$ cat src/common/motion_shaping_consts.vh
// constants for the motion delta shaping and finger detect block
// Summary of operation
// - both axes quantized: report only the larger quantized axis, zero the other
// - y quantize enable gates y; reported y is raw y over 2^divisor[6:4]
// - x quantize enable gates x; reported x is raw x over 2^divisor[2:0]
// - slope bit selects linear region gradient: clear gives one, set gives two
// - two-bit offset sets where the linear region begins, at most three
// - motion interrupt only when x plus y exceeds three-bit threshold
// - with cutoff enabled, motion is suppressed while shutter below field times 256
// - two-bit on count at bits 3:2 confirms finger present before asserting
// - two-bit off count at bits 1:0 confirms finger absent before clearing
// - reflectivity value is compared against eight-bit threshold for presence
// - swap bit exchanges x and y reporting; clear means normal
// - y negate bit inverts only reported y
// - x negate bit inverts only reported x
// - squal compared to eight-bit quality threshold when quality detect enabled
// - read-only finger present flag at status bit 0, one means present
`ifndef MOTION_SHAPING_CONSTS_VH
`define MOTION_SHAPING_CONSTS_VH

`define ADDR_QUANT_CTRL 8'h72
`define ADDR_QUANT_GRAD 8'h73
`define ADDR_MOTION_THR 8'h74
`define ADDR_FINGER_CTRL 8'h75
`define ADDR_FINGER_THR 8'h76
`define ADDR_AXIS_ORIENT 8'h77
`define ADDR_QUALITY_THR 8'h78
`define ADDR_REFLECT_VAL 8'h79
`define ADDR_FINGER_STAT 8'h7a

`define RST_QUANT_CTRL 8'h99
`define RST_QUANT_GRAD 8'h02
`define RST_MOTION_THR 8'h00
`define RST_FINGER_CTRL 8'hfa
`define RST_FINGER_THR 8'h1c
`define RST_AXIS_ORIENT 8'h00
`define RST_QUALITY_THR 8'h40

`define MASK_QUANT_GRAD 8'h07
`define MASK_MOTION_THR 8'h07
`define MASK_AXIS_ORIENT 8'he0

`define Y_QEN_BIT 7
`define Y_QDIV_HI 6
`define Y_QDIV_LO 4
`define X_QEN_BIT 3
`define X_QDIV_HI 2
`define X_QDIV_LO 0
`define SLOPE_BIT 2
`define OFFSET_HI 1
`define OFFSET_LO 0
`define MTHR_HI 2
`define MTHR_LO 0
`define CUT_HI 7
`define CUT_LO 4
`define ON_HYST_HI 3
`define ON_HYST_LO 2
`define OFF_HYST_HI 1
`define OFF_HYST_LO 0
`define SWAP_BIT 7
`define YNEG_BIT 6
`define XNEG_BIT 5
`define PRESENT_BIT 0

`define CUT_SCALE_BITS 8

`endif

$ cat src/logic/axis_shaper.v
// per-axis magnitude quantizer with linear region shaping
`timescale 1ns/1ps
module axis_shaper #(
    parameter W = 8
) (
    // raw signed delta
    input wire [W-1:0] delta_in,
    // configuration
    input wire quant_en,
    input wire [2:0] divisor,
    input wire slope_two,
    input wire [1:0] offset,
    // shaped magnitude and sign
    output reg [W-1:0] mag_out,
    output wire neg_out
);
    localparam [W:0] MAX_MAG = {2'b00, {(W-1){1'b1}}};
    reg [W:0] mag;
    reg [W:0] q;
    reg [W+1:0] lin;

    assign neg_out = delta_in[W-1];

    always @* begin
        mag = delta_in[W-1] ? ({1'b0, ~delta_in} + 1'b1) : {1'b0, delta_in};
        q = mag >> divisor;
        lin = {1'b0, q};
        if (q > {{(W-1){1'b0}}, offset}) begin
            if (slope_two) begin
                lin = {1'b0, q} + {1'b0, q} - {{W{1'b0}}, offset};
            end else begin
                lin = {1'b0, q};
            end
        end
        if (!quant_en) begin
            lin = {1'b0, mag};
        end
        if (lin > {1'b0, MAX_MAG}) begin
            mag_out = MAX_MAG[W-1:0];
        end else begin
            mag_out = lin[W-1:0];
        end
    end
endmodule

$ cat src/logic/presence_hysteresis.v
// debounced presence state with separate on and off counts
`timescale 1ns/1ps
module presence_hysteresis #(
    parameter CW = 2
) (
    // clock and reset
    input wire ref_clk,
    input wire reset,
    // frame step and raw decision
    input wire step,
    input wire candidate,
    // confirmation counts
    input wire [CW-1:0] on_count,
    input wire [CW-1:0] off_count,
    // debounced state
    output reg present_q
);
    reg [CW-1:0] run_q;
    wire [CW-1:0] limit;

    assign limit = present_q ? off_count : on_count;

    always @(posedge ref_clk or posedge reset) begin
        if (reset) begin
            present_q <= 1'b0;
            run_q <= {CW{1'b0}};
        end else if (step) begin
            if (candidate == present_q) begin
                run_q <= {CW{1'b0}};
            end else if (run_q >= limit) begin
                present_q <= candidate;
                run_q <= {CW{1'b0}};
            end else begin
                run_q <= run_q + 1'b1;
            end
        end
    end
endmodule

$ cat src/logic/motion_shaping.v
// motion delta shaping, motion event and finger detect top
`timescale 1ns/1ps
`include "motion_shaping_consts.vh"
module motion_shaping #(
    parameter W = 8,
    parameter SW = 16
) (
    // clock and reset
    input wire ref_clk,
    input wire reset,
    // register access port
    input wire [7:0] reg_addr,
    input wire [7:0] reg_wdata,
    input wire reg_wr,
    input wire reg_rd,
    output reg [7:0] reg_rdata,
    // frame results from the navigation engine
    input wire sample_valid,
    input wire [W-1:0] raw_dx,
    input wire [W-1:0] raw_dy,
    input wire [SW-1:0] shutter,
    input wire [7:0] reflectivity,
    input wire [7:0] squal,
    // engine options
    input wire motion_cutoff_enable,
    input wire quality_detect_enable,
    // shaped motion
    output reg [W-1:0] delta_x,
    output reg [W-1:0] delta_y,
    output reg delta_valid,
    output reg motion_irq,
    // finger state
    output reg finger_present_flag
);
    reg [7:0] quant_ctrl_q;
    reg [7:0] quant_grad_q;
    reg [7:0] motion_thr_q;
    reg [7:0] finger_ctrl_q;
    reg [7:0] finger_thr_q;
    reg [7:0] orient_q;
    reg [7:0] quality_thr_q;
    reg [7:0] reflect_q;
    reg [7:0] rdata_d;

    wire x_quant_enable;
    wire y_quant_enable;
    wire linear_region_slope;
    wire [1:0] linear_region_offset;
    wire [W-1:0] x_mag;
    wire [W-1:0] y_mag;
    wire x_neg;
    wire y_neg;
    wire finger_state;

    reg [W-1:0] xm;
    reg [W-1:0] ym;
    reg [W-1:0] sx;
    reg [W-1:0] sy;
    reg [W-1:0] rep_x_d;
    reg [W-1:0] rep_y_d;
    reg [W:0] mag_sum;
    reg cut_active;
    reg finger_cand;

    reg irq_over;

    // configuration fields
    wire [2:0] x_quant_divisor;
    wire [2:0] y_quant_divisor;
    wire [2:0] irq_threshold;
    wire [W:0] irq_level;
    wire [3:0] cut_field;
    wire [SW-1:0] cut_level;
    wire [1:0] finger_on_hysteresis;
    wire [1:0] finger_off_hysteresis;
    wire [7:0] reflectivity_threshold;
    wire [7:0] quality_detect_threshold;
    wire axis_exchange;
    wire y_negate;
    wire x_negate;

    assign x_quant_enable = quant_ctrl_q[`X_QEN_BIT];
    assign y_quant_enable = quant_ctrl_q[`Y_QEN_BIT];
    assign x_quant_divisor = quant_ctrl_q[`X_QDIV_HI:`X_QDIV_LO];
    assign y_quant_divisor = quant_ctrl_q[`Y_QDIV_HI:`Y_QDIV_LO];
    assign linear_region_slope = quant_grad_q[`SLOPE_BIT];
    assign linear_region_offset = quant_grad_q[`OFFSET_HI:`OFFSET_LO];
    assign irq_threshold = motion_thr_q[`MTHR_HI:`MTHR_LO];
    assign irq_level = {{(W-2){1'b0}}, irq_threshold};
    assign cut_field = finger_ctrl_q[`CUT_HI:`CUT_LO];
    assign finger_on_hysteresis = finger_ctrl_q[`ON_HYST_HI:`ON_HYST_LO];
    assign finger_off_hysteresis = finger_ctrl_q[`OFF_HYST_HI:`OFF_HYST_LO];
    assign reflectivity_threshold = finger_thr_q;
    assign quality_detect_threshold = quality_thr_q;
    assign axis_exchange = orient_q[`SWAP_BIT];
    assign y_negate = orient_q[`YNEG_BIT];
    assign x_negate = orient_q[`XNEG_BIT];

    assign cut_level = {{(SW-4-`CUT_SCALE_BITS){1'b0}}, cut_field,
        {`CUT_SCALE_BITS{1'b0}}};

    // quantization control write
    always @(posedge ref_clk or posedge reset) begin
        if (reset) begin
            quant_ctrl_q <= `RST_QUANT_CTRL;
        end else if (reg_wr && reg_addr == `ADDR_QUANT_CTRL) begin
            quant_ctrl_q <= reg_wdata;
        end
    end

    // gradient write, reserved bits dropped
    always @(posedge ref_clk or posedge reset) begin
        if (reset) begin
            quant_grad_q <= `RST_QUANT_GRAD;
        end else if (reg_wr && reg_addr == `ADDR_QUANT_GRAD) begin
            quant_grad_q <= reg_wdata & `MASK_QUANT_GRAD;
        end
    end

    // motion threshold write, reserved bits dropped
    always @(posedge ref_clk or posedge reset) begin
        if (reset) begin
            motion_thr_q <= `RST_MOTION_THR;
        end else if (reg_wr && reg_addr == `ADDR_MOTION_THR) begin
            motion_thr_q <= reg_wdata & `MASK_MOTION_THR;
        end
    end

    // finger detect control write
    always @(posedge ref_clk or posedge reset) begin
        if (reset) begin
            finger_ctrl_q <= `RST_FINGER_CTRL;
        end else if (reg_wr && reg_addr == `ADDR_FINGER_CTRL) begin
            finger_ctrl_q <= reg_wdata;
        end
    end

    // reflectivity threshold write
    always @(posedge ref_clk or posedge reset) begin
        if (reset) begin
            finger_thr_q <= `RST_FINGER_THR;
        end else if (reg_wr && reg_addr == `ADDR_FINGER_THR) begin
            finger_thr_q <= reg_wdata;
        end
    end

    // orientation write, reserved bits dropped
    always @(posedge ref_clk or posedge reset) begin
        if (reset) begin
            orient_q <= `RST_AXIS_ORIENT;
        end else if (reg_wr && reg_addr == `ADDR_AXIS_ORIENT) begin
            orient_q <= reg_wdata & `MASK_AXIS_ORIENT;
        end
    end

    // quality threshold write
    always @(posedge ref_clk or posedge reset) begin
        if (reset) begin
            quality_thr_q <= `RST_QUALITY_THR;
        end else if (reg_wr && reg_addr == `ADDR_QUALITY_THR) begin
            quality_thr_q <= reg_wdata;
        end
    end

    // read mux; every mapped register reads back, unmapped addresses read zero
    always @* begin
        case (reg_addr)
            `ADDR_QUANT_CTRL: rdata_d = quant_ctrl_q;
            `ADDR_QUANT_GRAD: rdata_d = quant_grad_q;
            `ADDR_MOTION_THR: rdata_d = motion_thr_q;
            `ADDR_FINGER_CTRL: rdata_d = finger_ctrl_q;
            `ADDR_FINGER_THR: rdata_d = finger_thr_q;
            `ADDR_AXIS_ORIENT: rdata_d = orient_q;
            `ADDR_QUALITY_THR: rdata_d = quality_thr_q;
            `ADDR_REFLECT_VAL: rdata_d = reflect_q;
            `ADDR_FINGER_STAT: rdata_d = {7'h00, finger_state};
            default: rdata_d = 8'h00;
        endcase
    end

    always @(posedge ref_clk or posedge reset) begin
        if (reset) begin
            reg_rdata <= 8'h00;
        end else if (reg_rd) begin
            reg_rdata <= rdata_d;
        end
    end

    axis_shaper #(
        .W(W)
    ) x_shaper (
        .delta_in(raw_dx),
        .quant_en(x_quant_enable),
        .divisor(x_quant_divisor),
        .slope_two(linear_region_slope),
        .offset(linear_region_offset),
        .mag_out(x_mag),
        .neg_out(x_neg)
    );

    axis_shaper #(
        .W(W)
    ) y_shaper (
        .delta_in(raw_dy),
        .quant_en(y_quant_enable),
        .divisor(y_quant_divisor),
        .slope_two(linear_region_slope),
        .offset(linear_region_offset),
        .mag_out(y_mag),
        .neg_out(y_neg)
    );

    // combine axes into reported deltas
    always @* begin
        xm = x_mag;
        ym = y_mag;
        if (x_quant_enable && y_quant_enable) begin
            if (x_mag >= y_mag) begin
                ym = {W{1'b0}};
            end else begin
                xm = {W{1'b0}};
            end
        end
        sx = x_neg ? (~xm + 1'b1) : xm;
        sy = y_neg ? (~ym + 1'b1) : ym;
        rep_x_d = axis_exchange ? sy : sx;
        rep_y_d = axis_exchange ? sx : sy;
        if (x_negate) begin
            rep_x_d = ~rep_x_d + 1'b1;
        end
        if (y_negate) begin
            rep_y_d = ~rep_y_d + 1'b1;
        end
        mag_sum = {1'b0, xm} + {1'b0, ym};
        irq_over = mag_sum > irq_level;
        cut_active = motion_cutoff_enable && (shutter < cut_level);
        finger_cand = (reflectivity > reflectivity_threshold) ||
            (quality_detect_enable && (squal > quality_detect_threshold));
    end

    // reported deltas, zero while cut off
    always @(posedge ref_clk or posedge reset) begin
        if (reset) begin
            delta_x <= {W{1'b0}};
            delta_y <= {W{1'b0}};
        end else if (sample_valid) begin
            if (cut_active) begin
                delta_x <= {W{1'b0}};
                delta_y <= {W{1'b0}};
            end else begin
                delta_x <= rep_x_d;
                delta_y <= rep_y_d;
            end
        end
    end

    // one-cycle strobes after each frame
    always @(posedge ref_clk or posedge reset) begin
        if (reset) begin
            delta_valid <= 1'b0;
            motion_irq <= 1'b0;
        end else begin
            delta_valid <= sample_valid;
            motion_irq <= sample_valid && !cut_active && irq_over;
        end
    end

    // reflectivity of the last frame
    always @(posedge ref_clk or posedge reset) begin
        if (reset) begin
            reflect_q <= 8'h00;
        end else if (sample_valid) begin
            reflect_q <= reflectivity;
        end
    end

    // presence flag one cycle behind state
    always @(posedge ref_clk or posedge reset) begin
        if (reset) begin
            finger_present_flag <= 1'b0;
        end else begin
            finger_present_flag <= finger_state;
        end
    end

    presence_hysteresis #(
        .CW(2)
    ) finger_debounce (
        .ref_clk(ref_clk),
        .reset(reset),
        .step(sample_valid),
        .candidate(finger_cand),
        .on_count(finger_on_hysteresis),
        .off_count(finger_off_hysteresis),
        .present_q(finger_state)
    );
endmodule

$ cat config.mk
export PLATFORM = sky130hd
export DESIGN_NAME = motion_shaping
export DESIGN_NICKNAME = d
export VERILOG_FILES = /design/src/logic/axis_shaper.v /design/src/logic/presence_hysteresis.v /design/src/logic/motion_shaping.v
export VERILOG_INCLUDE_DIRS = /design/src /design/src/common
export SDC_FILE = /design/constraint.sdc
export NUM_CORES = 1
export LEC_CHECK = 0
export BUFFER_PORTS_ARGS = -buffer_cell sky130_fd_sc_hd__clkbuf_2
export CAP_MARGIN = 15
export CORE_UTILIZATION = 60
export CTS_CLUSTER_DIAMETER = 200
export DETAILED_ROUTE_END_ITERATION = 8
export MAX_ROUTING_LAYER = met4
export PLACE_DENSITY = 0.92
export SYNTH_ARGS = -nofsm -noshare
export SYNTH_HDL_FRONTEND = slang
export SYNTH_HIERARCHICAL = 1
export SYNTH_SLANG_ARGS = --single-unit
$ cat constraint.sdc
create_clock -name ref_clk -period 9.88 [get_ports ref_clk]
set_input_delay 0.988 -clock ref_clk [delete_from_list [all_inputs] [get_ports ref_clk]]
set_output_delay 0.988 -clock ref_clk [all_outputs]
set_load 0.02 [all_outputs]
After elaboration in Yosys (flattened, before gate mapping)
Cells that the tools add are included.

word-level totals
  register bits after elaboration = 79
  bits in latches = 0
  bits in writable memories = 0
  bits in read-only memories = 0
  bits of input ports = 71
  output and inout port bits = 27
  word-level logic and storage cells = 98
  memories kept = 0

cells by class
  add/subtract/negate cells = 12
  $mul = 0
  div/mod/pow operators = 0
  order comparisons = 10
  equality and inequality tests = 10
  shift operators = 2
  muxes and demuxes = 26
  bitwise logic cells = 7
  reductions and logical operators = 15

operator list
  cell                 count
  $mux 8               14
  $eq 8x7->1 const B   9
  $pmux 8 s9           1
  $mux 10              6
  $not 8->8            6
  $add 8x1->8 const B  4
  $add 9x9->10         2
  $gt 10x7->1 const B  2
  $sub 10x2->10        2
  $add 8x1->9 const B  2
  $gt 9x2->1           2
  $mux 9               2
  $shr 9x3->9          2
  $gt 8x8->1           2
  $lt 16x12->1         1
  $logic_and 1x1->1    12
  $add 8x8->9          1
  $gt 9x3->1           1
  $ge 8x8->1           1
  $mux 2               3
  $reduce_and 3->1     1
  $add 2x1->2 const B  1
  $ge 2x2->1           1
  $eq 1x1->1           1
  other kinds (3)      3

Longest topological paths before layout
Gate-level depths: netlist of run 1.

  word-level depth = 22
  mapped depth = 37
  depth with buffers taken out = 36

By module
The synthesis of run 1 kept the hierarchy.

by module, submodules not included
  module               times used  cells an instance  area each (um^2)  seq. area each (um^2)
  motion_shaping       1           594                5,604.1           1,920.6
  axis_shaper          2           172                1,217.4           0.0
  presence_hysteresis  1           21                 216.5             75.1

Least setup slack after synthesis of run 1
OpenSTA, ideal clock, no wires.

  kind = input to register
  start point = input raw_dy[2]
  end point = register delta_x[3]
  library setup time = 0.121 ns
  data arrival time = 7.414 ns
  path slack = 2.345 ns
  stages = 33
  buffers on the path = 3
  cell sequence = buf_6 or3_4 nor4_1 nand2_1 a31o_2 o221ai_1 buf_2 ha_1 nor2b_1 o21ai_0 nand3_1 o21ai_2 a21oi_1 o32ai_2 a211o_1 buf_2 inv_1 ha_1 o21a_1 o211a_1 a21boi_0 nor2_1 nor2_1 inv_1 ha_1 nor2b_1 nor3_1 a31oi_1 mux2i_1 a211oi_2 o21ai_0 xnor2_1 a22o_1

on the way
  word-level cells in the longest chain between the ends = 22
  elaborated cells on any way between the ends = 28

ends and longest elaborated chain
  element                         line                                        source
  from (decl)                     motion_shaping.v:20                         input wire [W-1:0] raw_dy,
  $not 8->8                       axis_shaper.v:25                            mag = delta_in[W-1] ? ({1'b0, ~delta_in} + 1'b1) : {1'b0, delta_in};
  $add 8x1->9                     axis_shaper.v:25
  $mux 9 (*)                      axis_shaper.v:25
  $shr 9x3->9                     axis_shaper.v:26                            q = mag >> divisor;
  $add 9x9->10                    axis_shaper.v:30                            lin = {1'b0, q} + {1'b0, q} - {{W{1'b0}}, offset};
  $sub 10x2->10                   axis_shaper.v:30
  $mux 10                         axis_shaper.v:29                            if (slope_two) begin
  $mux 10                         axis_shaper.v:28                            if (q > {{(W-1){1'b0}}, offset}) begin
  [... 3 more ...]                -
  net y_mag[2]                    motion_shaping.v:50                         wire [W-1:0] y_mag;
  [... 3 more ...]                -
  $not 8->8 (on tied branches)    motion_shaping.v:224, motion_shaping.v:225
  $add 8x1->8 (on tied branches)  motion_shaping.v:224, motion_shaping.v:225
  $mux 8 (on tied branches)       motion_shaping.v:224, motion_shaping.v:225
  $mux 8 (*)                      motion_shaping.v:226                        rep_x_d = axis_exchange ? sy : sx;
  $not 8->8                       motion_shaping.v:229                        rep_x_d = ~rep_x_d + 1'b1;
  $add 8x1->8                     motion_shaping.v:229
  $mux 8 (*)                      motion_shaping.v:228                        if (x_negate) begin
  $mux 8 (*)                      motion_shaping.v:247                        if (cut_active) begin
  to (signal assigned)            motion_shaping.v:244                        delta_x <= {W{1'b0}};
  to (signal assigned)            motion_shaping.v:248                        delta_x <= {W{1'b0}};
  to (signal assigned)            motion_shaping.v:251                        delta_x <= rep_x_d;
  to (decl)                       motion_shaping.v:28                         output reg [W-1:0] delta_x,

The timed path passes the listed nets; every way through them passes the cells marked *.
A chain may end at the register's enable or synchronous reset.

Worst setup path in the final report of run 1
  start point = input raw_dx[2]
  end point = register delta_x[3]

on the way
  word-level cells in the longest chain between the ends = 22
  elaborated cells on any way between the ends = 28

ends and longest elaborated chain
  element                         line                                        source
  from (decl)                     motion_shaping.v:19                         input wire [W-1:0] raw_dx,
  $not 8->8                       axis_shaper.v:25
  $add 8x1->9                     axis_shaper.v:25
  $mux 9 (*)                      axis_shaper.v:25
  $shr 9x3->9                     axis_shaper.v:26
  $add 9x9->10                    axis_shaper.v:30
  $sub 10x2->10                   axis_shaper.v:30
  $mux 10                         axis_shaper.v:29
  $mux 10                         axis_shaper.v:28
  [... 3 more ...]                -
  net x_mag[2]                    motion_shaping.v:49                         wire [W-1:0] x_mag;
  [... 3 more ...]                -
  $not 8->8 (on tied branches)    motion_shaping.v:224, motion_shaping.v:225
  $add 8x1->8 (on tied branches)  motion_shaping.v:224, motion_shaping.v:225
  $mux 8 (on tied branches)       motion_shaping.v:224, motion_shaping.v:225
  $mux 8 (*)                      motion_shaping.v:226
  $not 8->8                       motion_shaping.v:229
  $add 8x1->8                     motion_shaping.v:229
  $mux 8 (*)                      motion_shaping.v:228
  $mux 8 (*)                      motion_shaping.v:247

Marked as above.

==> results of run 1 <==
-- final timing paths --
path / from / endpoint / slack [ns] / cells after the start
worst max register to register: quant_ctrl_q[5] / delta_x[3] / 1.56 / 30
worst min-delay path: delta_y[0] / delta_y[0] / 0.49 / 1
worst min register to register: delta_y[0] / delta_y[0] / 0.49 / 1
min in group asynchronous: reset / finger_debounce/run_q[0] / 0.50 / 2
max in group asynchronous: reset / delta_y[2] / 8.34 / 3
worst max-delay path: raw_dx[2] / delta_x[3] / 1.11 / 30
-- flip-flops by register name, indices dropped and copies added, names as in the netlist --
register and flops:
finger_ctrl_q 8, motion_irq 1, delta_y 8, quant_grad_q 3
motion_thr_q 3, orient_q 3, finger_debounce/run_q 2, finger_thr_q 8
reg_rdata 8, reflect_q 8, delta_valid 1, finger_debounce/present_q 1
delta_x 8, quality_detect_threshold 8, finger_present_flag 1, quant_ctrl_q 8
-- worst register-to-register path: cells and delay by family, from the launching register on --
family / cells / cell delay (ns)
multiplexers: 1 / 0.11
flip-flops: 1 / 0.86
AO/OA/AOI/OAI: 14 / 3.85
XOR/XNOR: 1 / 0.16
buffers and inverters: 2 / 0.27
adder cells (fa/ha/maj): 3 / 1.03
AND/OR/NAND/NOR: 9 / 1.93
-- layout by cell type, fill, tap and decap left out, types with 8 or more instances in the layout --
master	synthesis	final
xor2_1	9	9
a21o_1	16	16
xnor2_1	17	17
ha_1	50	50
clkbuf_16	0	9
nand2b_1	15	15
nor2_1	60	60
clkbuf_2	0	89
a211o_1	14	14
mux2_2	53	53
nor3_1	31	31
dfstp_2	15	15
a22o_1	10	10
and2_1	8	8
a21oi_1	41	41
nand3_1	23	23
o211ai_1	13	13
dfrtp_1	64	64
nand2_1	85	85
mux2i_1	15	15
o221ai_1	9	9
nor2b_1	22	22
inv_1	79	78
nor4_1	10	10
o21ai_0	50	50
-- metal layers --
metal | GRT usage (%) | wire [um]
met1 | 38.9 | 9060
met2 | 54.5 | 11000
met3 | 4.12 | 1620
met4 | 16.9 | 956
met5 | - | 0
-- cell families after synthesis --
family	after synthesis
AO/OA/AOI/OAI	285
AND/OR/NAND/NOR	319
buffers and inverters	127
multiplexers	68
flip-flops	79
adder cells (fa/ha/maj)	53
other	2
XOR/XNOR	26
-- metrics by stage --
step	cells	total power, mW
after floorplan	959	0.644
after global placement	1182	0.722
after detailed placement	1182	0.737
after CTS	1198	1.10
after global routing	1198	1.16
final	1198	1.10
-- final cells by class --
class | count | area share, %
multi-input cells | 753 | 63.1
repair buffers | 94 | 5.36
inverters | 80 | 3.33
clock buffers | 9 | 2.50
clock inverters | 7 | 1.06
well taps | 176 | 2.45
flip-flops and latches | 79 | 22.2
-- where the power goes --
part           switching [mW]  internal [mW]
Clock                   0.138          0.222
Combinational           0.222          0.146
Sequential             0.0282          0.349
Total                   0.389          0.716
==> out/results.txt, run 1 <==
Outcome: finished, final reports clean
Clock-pin slew on the worst setup and hold paths: 0.06 ns
Synth cell types: 100
Number of global-route vias before repair: 7721
DRC: 0
Max H-tree Level: 3
Setup CP Type: in -> reg
Arrival time worst endpoint: 9.00 ns
Final Slew Violations: 0
First-pass GRT wire length: 36.6 mm
Total track usage: 32.7%
Die ar.: 0.0142 mm^2
DRT iter0 DRCs: 766
Diodes inserted: 0
Post-CTS setup buffer count: 0
MaxCap Viol Count: 0
Share of the cycle needed by the critical path after routing: 88.7%
Crit-path max FO: 13
Synth Area in Compound Gates: 27.6%
Worst hold slack: 0.492 ns
Post-synth ARST share: 100%
Post-synthesis simple-gate area fraction: 21.1%
Area of the multi-input gates: 0.00569 mm^2
Drt total wl: 22.7 mm
Post-layout instance area: 0.00901 mm^2
Peak VDD IR: 0.136 mV
Register area: 0.00200 mm^2
CP bufs+invs: 2
Final antenna-violating net count: 0
Initial Util: 61.8%
Initial antenna violation count: 0
Fmax: 0.114 GHz
Syn_area_per_cell: 8.61 um^2
Final Critical Period: 8.77 ns
Mapped Area: 0.00826 mm^2
RSZ-0062 raised after global routing: no
Worst Tran Pin Value: 1.02 ns
Number of synthesized flops with an enable pin: 0
Core Util, Final: 67.5%
Area leader, netlist: dfrtp_1
Final Hold Viols: 0
Count of clock tree sinks: 79
Seq/Total Area, Yosys: 24.2%
Total gr overflow: 0
Critical Path RT: 10.12 ns
Hold Crit Class: reg -> reg
Largest family of logic cells by synthesized area: compound AO/OA/AOI/OAI gates
Most frequent cells after synthesis: nand2_1, inv_1, dfrtp_1, nor2_1, mux2_2
Largest net degree at the start of global routing: 77
Most Frequent Cell on Critical Path: ha_1
First-pass DRT Iterations: 5
CTS root buf: clkbuf_16
Per-cell routed wire length: 18.9 um
Dominant cell by count in the synthesized netlist: nand2_1
Power per cell area: 123 mW/mm^2
Fraction of synthesized area in multiplexers: 9.05%
DP Worst Slack: 0.982 ns
Fill cells: 1019
Core box area: 0.0133 mm^2
Main synth FF type: dfrtp_1
Row count: 42
Worst-Skew Late Latency: 0.35 ns
Dpl cell area: 0.00869 mm^2
Post-synthesis adder-cell area fraction: 8.31%
Delay-heaviest family, CP: compound AO/OA/AOI/OAI gates
Port buffer count: 89
Post-CTS sizing: 0
Yosys reg bits: 79
Num CTS Buffers: 9
Final worst slack: 1.11 ns
Area Growth Syn to Fin: 9.09%
Max clock buf depth: 2
CTS tree: done
Setup tns final: 0 ns
Max transition margin: 31.7%
Slowest-stage cell, CP: nor4_1
Crit path launch type: input pin
Die width: 119 um
Final net count: 1141
Total number of vias: 8026
I/O pins: 98
Vias/cell: 6.70
Post-synth net total: 1083
Synth Warn #: 6
Die height: 119 um
DP HPWL: 16.8 mm
Crit path largest cell delay: 0.73 ns
Post-Synth XOR/XNOR Area: 2.76%
Layout cell share with drive strength beyond 1: 23.8%
Mapped Cells: 959
Gpl congestion: 0.973
Share of the synthesized area in the top cell type: 19.4%
Final Setup Violations: 0
Crit. End Element: register
Lkg Pwr: 3.96 nW
Final Skew: 0.00642 ns
Hold Buf Count CTS: 0
Area contributors post-synth: dfrtp_1, ha_1, mux2_2
Power figures use the tool's default switching activity.
==> run 2, diff against run 1 <==
- BUFFER_PORTS_ARGS: -buffer_cell sky130_fd_sc_hd__clkbuf_2 -> not set
- DONT_BUFFER_PORTS: not set -> 1
- PLACE_DENSITY: 0.92 -> 0.86
==> out/results.txt, run 2 (synthesis results as in run 1) <==
Outcome: finished, final reports clean
Core box area: 0.0133 mm^2
Final Slew Violations: 0
Metal-1 WL: 9.16 mm
Max transition margin: 27.4%
Crit-path max FO: 13
Clock-pin slew on the worst setup and hold paths: 0.06 ns
Arrival time worst endpoint: 8.87 ns
Initial Util: 61.8%
Count of clock tree sinks: 79
Final Hold Viols: 0
Hold Buf Count CTS: 0
Number of global-route vias before repair: 6885
Met2 WL: 10.1 mm
Hold Crit Class: in -> async
Peak VDD IR: 0.121 mV
I/O pins: 98
Total gr overflow: 0
CTS root buf: clkbuf_16
DRC: 0
Core Util, Final: 64.2%
Crit path largest cell delay: 0.81 ns
Critical Path RT: 10.10 ns
Port buffer count: 0
Reg2reg setup slack: 1.66 ns
Gpl congestion: 0.995
Final Critical Period: 8.65 ns
WL met3: 1.57 mm
Post-CTS sizing: 0
Setup CP Type: in -> reg
DRT iter0 DRCs: 827
Fill cells: 1090
Die height: 119 um
DP HPWL: 15.9 mm
Setup tns final: 0 ns
Worst hold slack: 0.400 ns
First-pass DRT Iterations: 6
Worst Tran Pin Value: 1.09 ns
Commonest non-fill, non-tap cells in the layout: nand2_1, inv_1, dfrtp_1
Drt total wl: 21.3 mm
Largest net degree at the start of global routing: 77
Max H-tree Level: 3
Die width: 119 um
Commonest non-fill, non-tap cell in the layout: nand2_1
Area Growth Syn to Fin: 3.85%
CTS tree: done
Final antenna-violating net count: 0
Layout cell share with drive strength beyond 1: 16.2%
Highest Signal Layer: met4
Diodes inserted: 0
Post-CTS setup buffer count: 0
First-pass GRT wire length: 34.4 mm
RSZ-0062 raised after global routing: no
Worst-Skew Late Latency: 0.34 ns
Most Frequent Cell on Critical Path: ha_1
Initial antenna violation count: 0
Lkg Pwr: 3.59 nW
Num CTS Buffers: 9
Max clock buf depth: 2
Crit. End Element: register
Final Skew: 0.00830 ns
Share of the cycle needed by the critical path after routing: 87.6%
Die ar.: 0.0142 mm^2
Total number of vias: 7497
Per-cell routed wire length: 19.3 um
Fmax: 0.116 GHz
MaxCap Viol Count: 0
Row count: 42
Slowest-stage cell, CP: nor4_1
Final Setup Violations: 0
Total track usage: 30.7%
Power per cell area: 126 mW/mm^2
Power Total: 1.08 mW
Final net count: 1051
Vias/cell: 6.77
Crit path launch type: input pin
-- run 2: changes by cell type in the layout (fill, tap and decap cells not counted), sizes merged --
cell	before	now
clkbuf	98	11
clkinvlp	1	0
bufinv	2	3
inv	81	79
buf	5	4
-- run 2: worst paths after layout --
check / from / endpoint / cells past startpoint
max in group asynchronous: reset / delta_y[2] / 2
min in group ref_clk: reflect_q[1] / reflect_q[1] / 1
worst max register to register: quant_ctrl_q[1] / delta_x[6] / 29
worst min register to register: reflect_q[1] / reflect_q[1] / 1
worst max-delay path: raw_dx[2] / delta_x[6] / 29
worst min-delay path: reset / finger_debounce/present_q / 1
-- run 2: layout make-up --
class / instances / area (um^2) / share of cell area (%)
Multi-Input combinational cell: 753 / 5690 / 66.3
Sequential cell: 79 / 2000 / 23.3
Clock buffer: 11 / 233 / 2.71
Timing Repair Buffer: 4 / 30.0 / 0.350
Tap cell: 176 / 220 / 2.57
Clock inverter: 5 / 108 / 1.26
Inverter: 80 / 300 / 3.50
-- run 2: worst max-delay path: cells and delay by family --
| kind | cells | cell delay (ns) |
|---|---|---|
| and+or+nand+nor | 9 | 2.56 |
| adders and majority gates | 3 | 0.95 |
| muxes | 1 | 0.11 |
| AOI/OAI and AO/OA | 14 | 4.00 |
| xor gates and xnor gates | 1 | 0.17 |
| buffers and inverters | 1 | 0.09 |
-- run 2: report_power, final --
group	total [mW]	internal, mW	switching [mW]	leakage (nW)
sequential	0.392	0.349	0.0428	0.976
clock	0.374	0.248	0.127	0.164
combinational	0.313	0.131	0.182	2.45
-- run 2: layer usage --
metal	vias up	global-route usage, %
li1	3526	-
met4	0	11.1
met5	-	-
met1	3590	40.6
met3	43	3.88
met2	338	48.4
-- run 2: through the flow --
stage,std cells,worst slack (ns),area [um^2]
after global placement,1092,1.25,8230
after CTS,1108,1.44,8570
final,1108,1.23,8570
after floorplan,959,2.34,8260
after detailed placement,1092,1.13,8230
after global routing,1108,0.664,8570
==> run 3, diff against run 2 <==
- clock period: 9.88 -> 10.51 ns (I/O delays scaled with it)
==> out/results.txt, run 3 (synthesis results as in run 1) <==
Outcome: finished, final reports clean
Gpl congestion: 0.979
Worst Tran Pin Value: 1.11 ns
Setup CP Type: in -> reg
Lkg Pwr: 3.59 nW
Largest net degree at the start of global routing: 77
Vias/cell: 6.89
Crit-path max FO: 13
Post-CTS sizing: 0
Num CTS Buffers: 9
Final antenna-violating net count: 0
Hold Buf Count CTS: 0
CTS root buf: clkbuf_16
Crit path launch type: input pin
Layout cell share with drive strength beyond 1: 16.3%
RR Startpoint: quant_ctrl_q[1]
Commonest non-fill, non-tap cells in the layout: nand2_1, inv_1, dfrtp_1
Cell Int Power: 0.673 mW
RSZ-0062 raised after global routing: no
MaxCap Viol Count: 0
Fmax: 0.115 GHz
Drt total wl: 21.4 mm
CP bufs+invs: 1
Clock-pin slew on the worst setup and hold paths: 0.06 ns
Port buffer count: 0
Crit. End Element: register
Share of the cycle needed by the critical path after routing: 82.9%
DRT iter0 DRCs: 817
Die ar.: 0.0142 mm^2
Final Skew: 0.00652 ns
Max transition margin: 26.2%
I/O pins: 98
Hold Crit Class: in -> async
First-pass GRT wire length: 35.0 mm
Total gr overflow: 0
Net Sw Frac: 33.1%
Worst-Skew Late Latency: 0.34 ns
Diodes inserted: 0
NetSw: 0.333 mW
Critical Path RT: 10.73 ns
Die width: 119 um
Power per cell area: 117 mW/mm^2
Count of clock tree sinks: 79
Final Hold Viols: 0
CP Depth: 29
Final Critical Period: 8.71 ns
Area Growth Syn to Fin: 3.77%
Max H-tree Level: 3
Total track usage: 31.3%
Initial antenna violation count: 0
Final Setup Violations: 0
Total number of vias: 7629
Reg-to-Reg End: delta_x[3]
Post-CTS setup buffer count: 0
Row count: 42
Non-Filler Instances: 1108
Arrival time worst endpoint: 8.94 ns
Slowest-stage cell, CP: nor4_1
Clock power share: 34.1%
DRC: 0
Die height: 119 um
Max clock buf depth: 2
Initial Util: 61.8%
Commonest non-fill, non-tap cell in the layout: nand2_1
Most Frequent Cell on Critical Path: ha_1
Flop pwr share: 36.6%
CTS tree: done
Per-cell routed wire length: 19.3 um
Number of global-route vias before repair: 7177
Final Slew Violations: 0
Comb pwr share: 29.3%
Peak VDD IR: 0.142 mV
Inst Count DP: 1092
Power Total: 1.01 mW
First-pass DRT Iterations: 7
Reg2reg setup slack: 2.36 ns
Core box area: 0.0133 mm^2
Final net count: 1051
Setup tns final: 0 ns
Crit path largest cell delay: 0.82 ns
DP HPWL: 16.0 mm
Delay-heaviest family, CP: compound AO/OA/AOI/OAI gates
Reg2reg path depth: 29
## run 3: changes by cell type in the layout (fill, tap and decap cells not counted)
| cell | previous run | this run |
|---|---|---|
| clkbuf_8 | 0 | 2 |
| bufinv_16 | 3 | 2 |
| clkbuf_1 | 2 | 1 |
## run 3: routing by layer
metal,part of all wire [%],track usage [%],vias up
li1,-,-,3524
met1,42,40.0,3660
met2,47,49.5,376
met3,8.3,5.08,69
met4,3.2,12.7,0
met5,0,-,-
## run 3: power by group through the flow
stage,clock [mW],combinational [mW],sequential [mW]
2_1_floorplan,0,0.248,0.357
3_3_place_gp,0,0.278,0.371
3_5_place_dp,0,0.286,0.373
4_1_cts,0.345,0.290,0.367
5_1_grt,0.359,0.324,0.371
6_report,0.343,0.294,0.368
## run 3: worst max path at each step
| stage | slack (ns) | startpoint | to |
|---|---|---|---|
| global placement | 1.74 | raw_dx[2] | delta_x[3] |
| detailed placement | 1.67 | raw_dx[2] | delta_x[3] |
| floorplan | 2.91 | raw_dy[2] | delta_x[3] |
| finish | 1.80 | raw_dx[2] | delta_x[3] |
| global route | 1.34 | raw_dx[2] | delta_x[3] |
| CTS | 2.01 | raw_dx[2] | delta_x[3] |
## run 3: per-stage QoR
step | worst slack (ns) | area, um^2 | utilization, % | hold WS (ns)
after floorplan | 2.91 | 8260 | - | 0.470
final | 1.80 | 8570 | 64.2 | 0.459
after detailed placement | 1.67 | 8230 | 61.7 | 0.498
after global placement | 1.74 | 8230 | 61.7 | 0.492
after CTS | 2.01 | 8570 | 64.2 | 0.454
after global routing | 1.34 | 8570 | 64.2 | 0.457
## run 3: cell type report
| type | count | area, um^2 |
|---|---|---|
| Timing Repair Buffer | 4 | 30.0 |
| Fill cell | 1107 | 4780 |
| Multi-Input combinational cell | 753 | 5690 |
| Clock buffer | 12 | 256 |
| Sequential cell | 79 | 2000 |
| Inverter | 80 | 300 |
| Tap cell | 176 | 220 |
| Clock inverter | 4 | 77.6 |
## run 3: worst reg2reg max path: cells and delay by family, from the launching register on
family	cells	cell delay [ns]
AOI/OAI and AO/OA	14	3.91
adders and majority gates	3	1.06
and+or+nand+nor	9	1.90
xor gates and xnor gates	1	0.16
DFF	1	0.81
buffers and inverters	1	0.09
muxes	1	0.11
